`config.mk`:
```
export PLATFORM = sky130hd
export DESIGN_NAME = lsc_compare_flat
export DESIGN_NICKNAME = d
export VERILOG_FILES = /design/src/design/lsc_pkg.sv /design/src/design/lsc_cmp_if.sv /design/src/design/lsc_compare.sv /design/src/flat_wrapper.sv
export SDC_FILE = /design/constraint.sdc
export NUM_CORES = 1
export LEC_CHECK = 0
export BUFFER_PORTS_ARGS = -buffer_cell sky130_fd_sc_hd__buf_2
export CORE_ASPECT_RATIO = 1.4
export CORE_MARGIN = 3
export CORE_UTILIZATION = 35
export CTS_CLUSTER_DIAMETER = 60
export CTS_CLUSTER_SIZE = 30
export DETAILED_ROUTE_END_ITERATION = 10
export PLACE_DENSITY = 0.67
export REMOVE_ABC_BUFFERS = 1
export SYNTH_ARGS = -nofsm -noshare
export SYNTH_HDL_FRONTEND = slang
export SYNTH_SLANG_ARGS = --single-unit
export TNS_END_PERCENT = 50
```
`constraint.sdc`:
```
create_clock -name clk -period 1.5 [get_ports clk]
set_clock_uncertainty 0.05 [all_clocks]
set_input_delay 0.225 -clock clk [delete_from_list [all_inputs] [get_ports clk]]
set_output_delay 0.225 -clock clk [all_outputs]
set_load 0.01 [all_outputs]
```
`src/design/lsc_pkg.sv`:
```
// Types shared by the lockstep self-test modules.
package lsc_pkg;
	typedef enum logic [1:0] {ST_IDLE, ST_RUN, ST_CHECK, ST_RESET} lsc_state_t;
	typedef logic [4:0] lsc_int_t;
endpackage : lsc_pkg

```
`src/design/lsc_cmp_if.sv`:
```
// Carrier between the self-test controller and the core compare unit.
interface lsc_cmp_if #(parameter int W = 32);
	logic [W-1:0] core1_sig;
	logic [W-1:0] core2_sig;
	logic         test_active;
	logic         mismatch;
	logic [W-1:0] core1_al;
	logic [W-1:0] core2_al;
	modport ctl (output core1_sig, output core2_sig, output test_active,
		input mismatch, input core1_al, input core2_al);
	modport cmp (input core1_sig, input core2_sig, input test_active,
		output mismatch, output core1_al, output core2_al);
endinterface : lsc_cmp_if

```
`src/design/lsc_compare.sv`:
```
// Core compare unit: aligns the first core to the second and flags mismatches while test_active is low.
module lsc_compare #(
	parameter int W = 32
) (
	input wire logic clk,
	input wire logic rst_b,
	lsc_cmp_if.cmp   bus
);
	import lsc_pkg::*;

	logic [W-1:0] dly1_reg;
	logic [W-1:0] dly2_reg;
	logic         mis_reg;

	// ------------------------------------------------------------------------
	// Delay and compare
	// ------------------------------------------------------------------------
	// The second core runs two cycles behind, so the first core's outputs
	// pass two stages before they meet it; a common fault then hits
	// different instructions in each core.
	wire          differ = (dly2_reg != bus.core2_sig);

	always_ff @(posedge clk or negedge rst_b) begin
		if (!rst_b) begin
			dly1_reg <= '0;
			dly2_reg <= '0;
			mis_reg  <= 1'b0;
		end else begin
			dly1_reg <= bus.core1_sig; // RQ2
			dly2_reg <= dly1_reg; // RQ2
			mis_reg  <= differ && !bus.test_active; // RQ1
		end
	end

	assign bus.core1_al = dly2_reg;
	assign bus.core2_al = bus.core2_sig;
	assign bus.mismatch = mis_reg;

	// ------------------------------------------------------------------------
	// Checks
	// ------------------------------------------------------------------------
	chk_align_two_cycles: assert property (@(posedge clk) disable iff (!rst_b) // RQ2
		##2 bus.core1_al == $past(bus.core1_sig, 2))
		else $error("first core not delayed by two cycles");

	chk_mismatch_flagged: assert property (@(posedge clk) disable iff (!rst_b) // RQ1
		(!bus.test_active && $past(bus.core1_sig, 2) != bus.core2_sig) ##0 $past(rst_b, 2)
		|=> bus.mismatch)
		else $error("core output mismatch not flagged");
endmodule : lsc_compare

```
`src/flat_wrapper.sv`:
```
// flat-port wrapper written by rule: the top's interface ports become plain ports
module lsc_compare_flat import lsc_pkg::*;
#(
	parameter int W = 32
)
  (clk, rst_b, bus_core1_sig, bus_core2_sig, bus_test_active, bus_mismatch, bus_core1_al, bus_core2_al);
  lsc_cmp_if #(.W(W)) bus_i ();
  input wire logic clk;
  input wire logic rst_b;
  input wire logic [$bits(bus_i.core1_sig)-1:0] bus_core1_sig;
  input wire logic [$bits(bus_i.core2_sig)-1:0] bus_core2_sig;
  input wire logic [$bits(bus_i.test_active)-1:0] bus_test_active;
  output wire logic [$bits(bus_i.mismatch)-1:0] bus_mismatch;
  output wire logic [$bits(bus_i.core1_al)-1:0] bus_core1_al;
  output wire logic [$bits(bus_i.core2_al)-1:0] bus_core2_al;
  assign bus_i.core1_sig = bus_core1_sig;
  assign bus_i.core2_sig = bus_core2_sig;
  assign bus_i.test_active = bus_test_active;
  assign bus_mismatch = bus_i.mismatch;
  assign bus_core1_al = bus_i.core1_al;
  assign bus_core2_al = bus_i.core2_al;
  lsc_compare #(.W(W)) u_core (.clk(clk), .rst_b(rst_b), .bus(bus_i));
endmodule
```
[Yosys cells after proc, flatten, opt, wreduce, memory -nomap -nowiden]
Index checks and enable logic that the tools add are counted.
Storage, ports and cells
  output and inout port bits: 65
  bits of input ports: 67
  word-level logic and storage cells: 6
  register bits after elaboration: 65
Operators by class
  reduce and logical (&&, ||, !) cells: 2
  equality and inequality tests: 1
Operators by type and width (number)
  inequality test 32 bit: 1
  logical AND 1 bit: 1
  logical NOT 1 bit: 1

[Logic depth before layout (Yosys ltp)]
  word-level depth: 2
  gate-level depth with buffers: 4
  mapped depth without buffers: 4

[Least setup slack after synthesis]
Ideal clock, no wire load.
  path type: reg-to-reg
  from: reg u_core.dly2_reg[12] (netlist: u_core.bus.core1_al[12])
  to: reg u_core.mis_reg (netlist: u_core.bus.mismatch)
  clock period less this slack: 1.159 ns
  setup time: 0.131 ns
  path slack: 0.341 ns
  data arrival time: 0.978 ns
  data required time: 1.319 ns
  buffers on the path: 0
  cell stages (with the launch flop): 5
  cells stage by stage: dfrtp_1 > xnor2_1 > nand4_1 > nor4_1 > a21oi_1
Between the ends
  cells in the longest elaborated chain, start to end: 2
RTL lines
  from (decl): RTL line lsc_compare.sv:12  | logic [W-1:0] dly2_reg;
  from (signal assigned): RTL line lsc_compare.sv:30  | dly2_reg <= dly1_reg;
  inequality test 32 bit: RTL line lsc_compare.sv:21  | wire differ = (dly2_reg != bus.core2_sig);
  logical AND 1 bit: RTL line lsc_compare.sv:31  | mis_reg <= differ && !bus.test_active;
  to (signal assigned): RTL line lsc_compare.sv:31
  to (decl): RTL line lsc_compare.sv:13  | logic mis_reg;
No other way between the ends.

[Worst setup path in the final report]
Same ends and word-level chain as after synthesis.

==> metrics.txt <==
largest buffer count on any clock path 2; Synth Register Bits 65; commonest non-fill, non-tap cell in the layout buf_2; Placer Congestion 0.7035; Die W 73.23 µm; TritonCTS clock tree built; CP max FO 2; first-pass GRT wire length approximately 7.4 mm; Internal Power between 0.003 and 0.004 W; Clock Root Buffer clkbuf_8; CP Capture Type flip-flop; Final setup viols 0; vias per cell just over 4; WP data arrival 1.45 ns; min Tclk post-route 1.298 ns; largest family of logic cells by synthesized area XOR/XNOR gates; sequential-to-total area share from yosys stat 73.45%; vias in the first global route 1567; Area growth syn-to-layout 50.00%; largest net degree at the start of global routing 66; antenna cells 0; Final Cell Area about 0.0033 mm²; GRT Total Usage between 10% and 20%; most frequent cells in the layout buf_2 (131), dfrtp_1 (65), dlygate4sd3_1 (34); DR vias 1495; final core utilization between 50 and 60%; Detailed Routing Iterations Pass 1 3; Sw Share about a fifth; final hold vios 0; Reg power frac 46.1%; DR WL/cell 13.71 µm; clock latency on the worst-skew pair about 0.33 ns; Post-Syn Area between 0.002 and 0.0025 mm²; initial core utilization roughly 37%; required time of the critical path 1.65 ns; max-cap violations 0; final-stage net count 352; Post-Synth Adder-Cell Area 0%; P_sw 0.0008540 W; Fin Setup TNS 0 ns; unrepaired setup endpoints after global routing no; final WL 4.935 mm; WS Path Type reg2reg; post-synthesis compound-gate area fraction 0.2260%; power after layout around 0.004 W; Worst Tran Pin Value 0.3308 ns; Post-Synth Simple-Gate Area 2.825%; Ports approximately 130; Rows 33; final slew viol count 0; Hold WC Path Type reg2reg; CTS buffer count 9; Unique masters post-synth 6; Starting DRT DRC Count between 50 and 60; Worst setup SP type flip-flop; Routed Antenna Nets 0; cells after synthesis between 100 and 150; outcome complete, no violations; Peak Freq 0.7706 GHz; Peak VDD IR 0.9020 mV; period utilization approximately 87%; DP HPWL 3.561 mm; syn_area_per_cell 15.82 µm²; mux cell area share after synthesis 0%; synth warn 0; htree depth 3; IO Port Bufs between 100 and 150; Overflow after GRT 0; combinational power share between 10 and 15%; CTS clock-pin slew for the worst setup and hold paths 0.07 ns; Sink Count 65; Pwr Density 1230 mW/mm²; antenna violations before repair 0; Setup Fix Bufs, Post-CTS 0; area of the die 0.007332 mm²; Rel. slew slack 77.95%; Cell Area, Placed 0.002738 mm²; Synth Area in XOR/XNOR 12.66%; Clk pwr share 43.1%; DR DRC count 0; layout cells sized above 1 50.69%; Die Height ~100 µm; Pleak 1.616 nW; area of the core 0.005987 mm²
==> through the flow <==
stage | setup slack, ns | cells | hold WS (ns)
after floorplan | 0.3407 | 108 | -0.1206
after global placement | 0.1432 | 310 | 0.2102
after detailed placement | 0.1584 | 310 | 0.2112
after CTS | 0.1494 | 360 | 0.2869
after global routing | 0.05600 | 360 | 0.3015
final | 0.2022 | 360 | 0.2926
==> final timing paths <==
path                                              start                       to  slack (ns)  cells after the start
worst max-delay path            u_core.bus.core1_al[12]      u_core.bus.mismatch        0.20                      4
worst min-delay path                u_core.dly1_reg[27]  u_core.bus.core1_al[27]        0.29                      0
worst max register to register  u_core.bus.core1_al[12]      u_core.bus.mismatch        0.20                      4
worst min register to register      u_core.dly1_reg[27]  u_core.bus.core1_al[27]        0.29                      0
max in group asynchronous                         rst_b   u_core.bus.core1_al[8]        0.73                      3
min in group asynchronous                         rst_b      u_core.dly1_reg[17]        0.39                      3
==> cells by family (layout without fill, tap and decap cells) <==
kind of cell,after synthesis,after routing
buf+inv,32,182
flops,65,65
compound gates,1,1
simple gates,10,10
xor+xnor,32,32
==> worst max-delay path, stage by stage (launching register included) <==
cell	delay (ns)
dfrtp_1	0.39
xnor2_1	0.15
nand4_1	0.13
nor4_1	0.34
a21oi_1	0.11
==> cell usage after synthesis (all sizes together) <==
cell   number  area, µm²
a21oi       1      5.000
buf        32      240.2
dfrtp      65       1627
nand4       8      50.05
nor4        2      12.51
xnor2      32      280.3
==> metal layers <==
metal  GRT usage (%)  vias up  share of wire [%]  wire [µm]
met5               0        -                  0          0
met3           5.711       11                6.8        337
met2           24.88       64                 58       2875
met1           14.03      711                 32       1603
met4           6.818        0                2.4        119
li1                -      709                  -          -
==> area by class of cell <==
type | count | area (µm²)
clock inverter | 5 | 102.6
fill | 475 | 2665
sequential | 65 | 1627
multi-input combinational | 43 | 347.8
tap | 70 | 87.58
clock buffer | 11 | 141.4
timing repair buffer | 166 | 1016
==> timing repair <==
item | in CTS | in global routing
endpoints found under the hold margin | 98 | 0
gates resized for setup | 0 | 0
hold buffers | 34 | 0
==> power groups by stage <==
stage	combinational (W)	sequential, W	clock (W)
floorplan	0.0000793	0.00193	0
global placement	0.000373	0.00191	0
detailed placement	0.000375	0.00192	0
CTS	0.000447	0.00188	0.00181
global route	0.000483	0.00189	0.00190
finish	0.000441	0.00188	0.00176
Power figures use the tool's default switching activity.
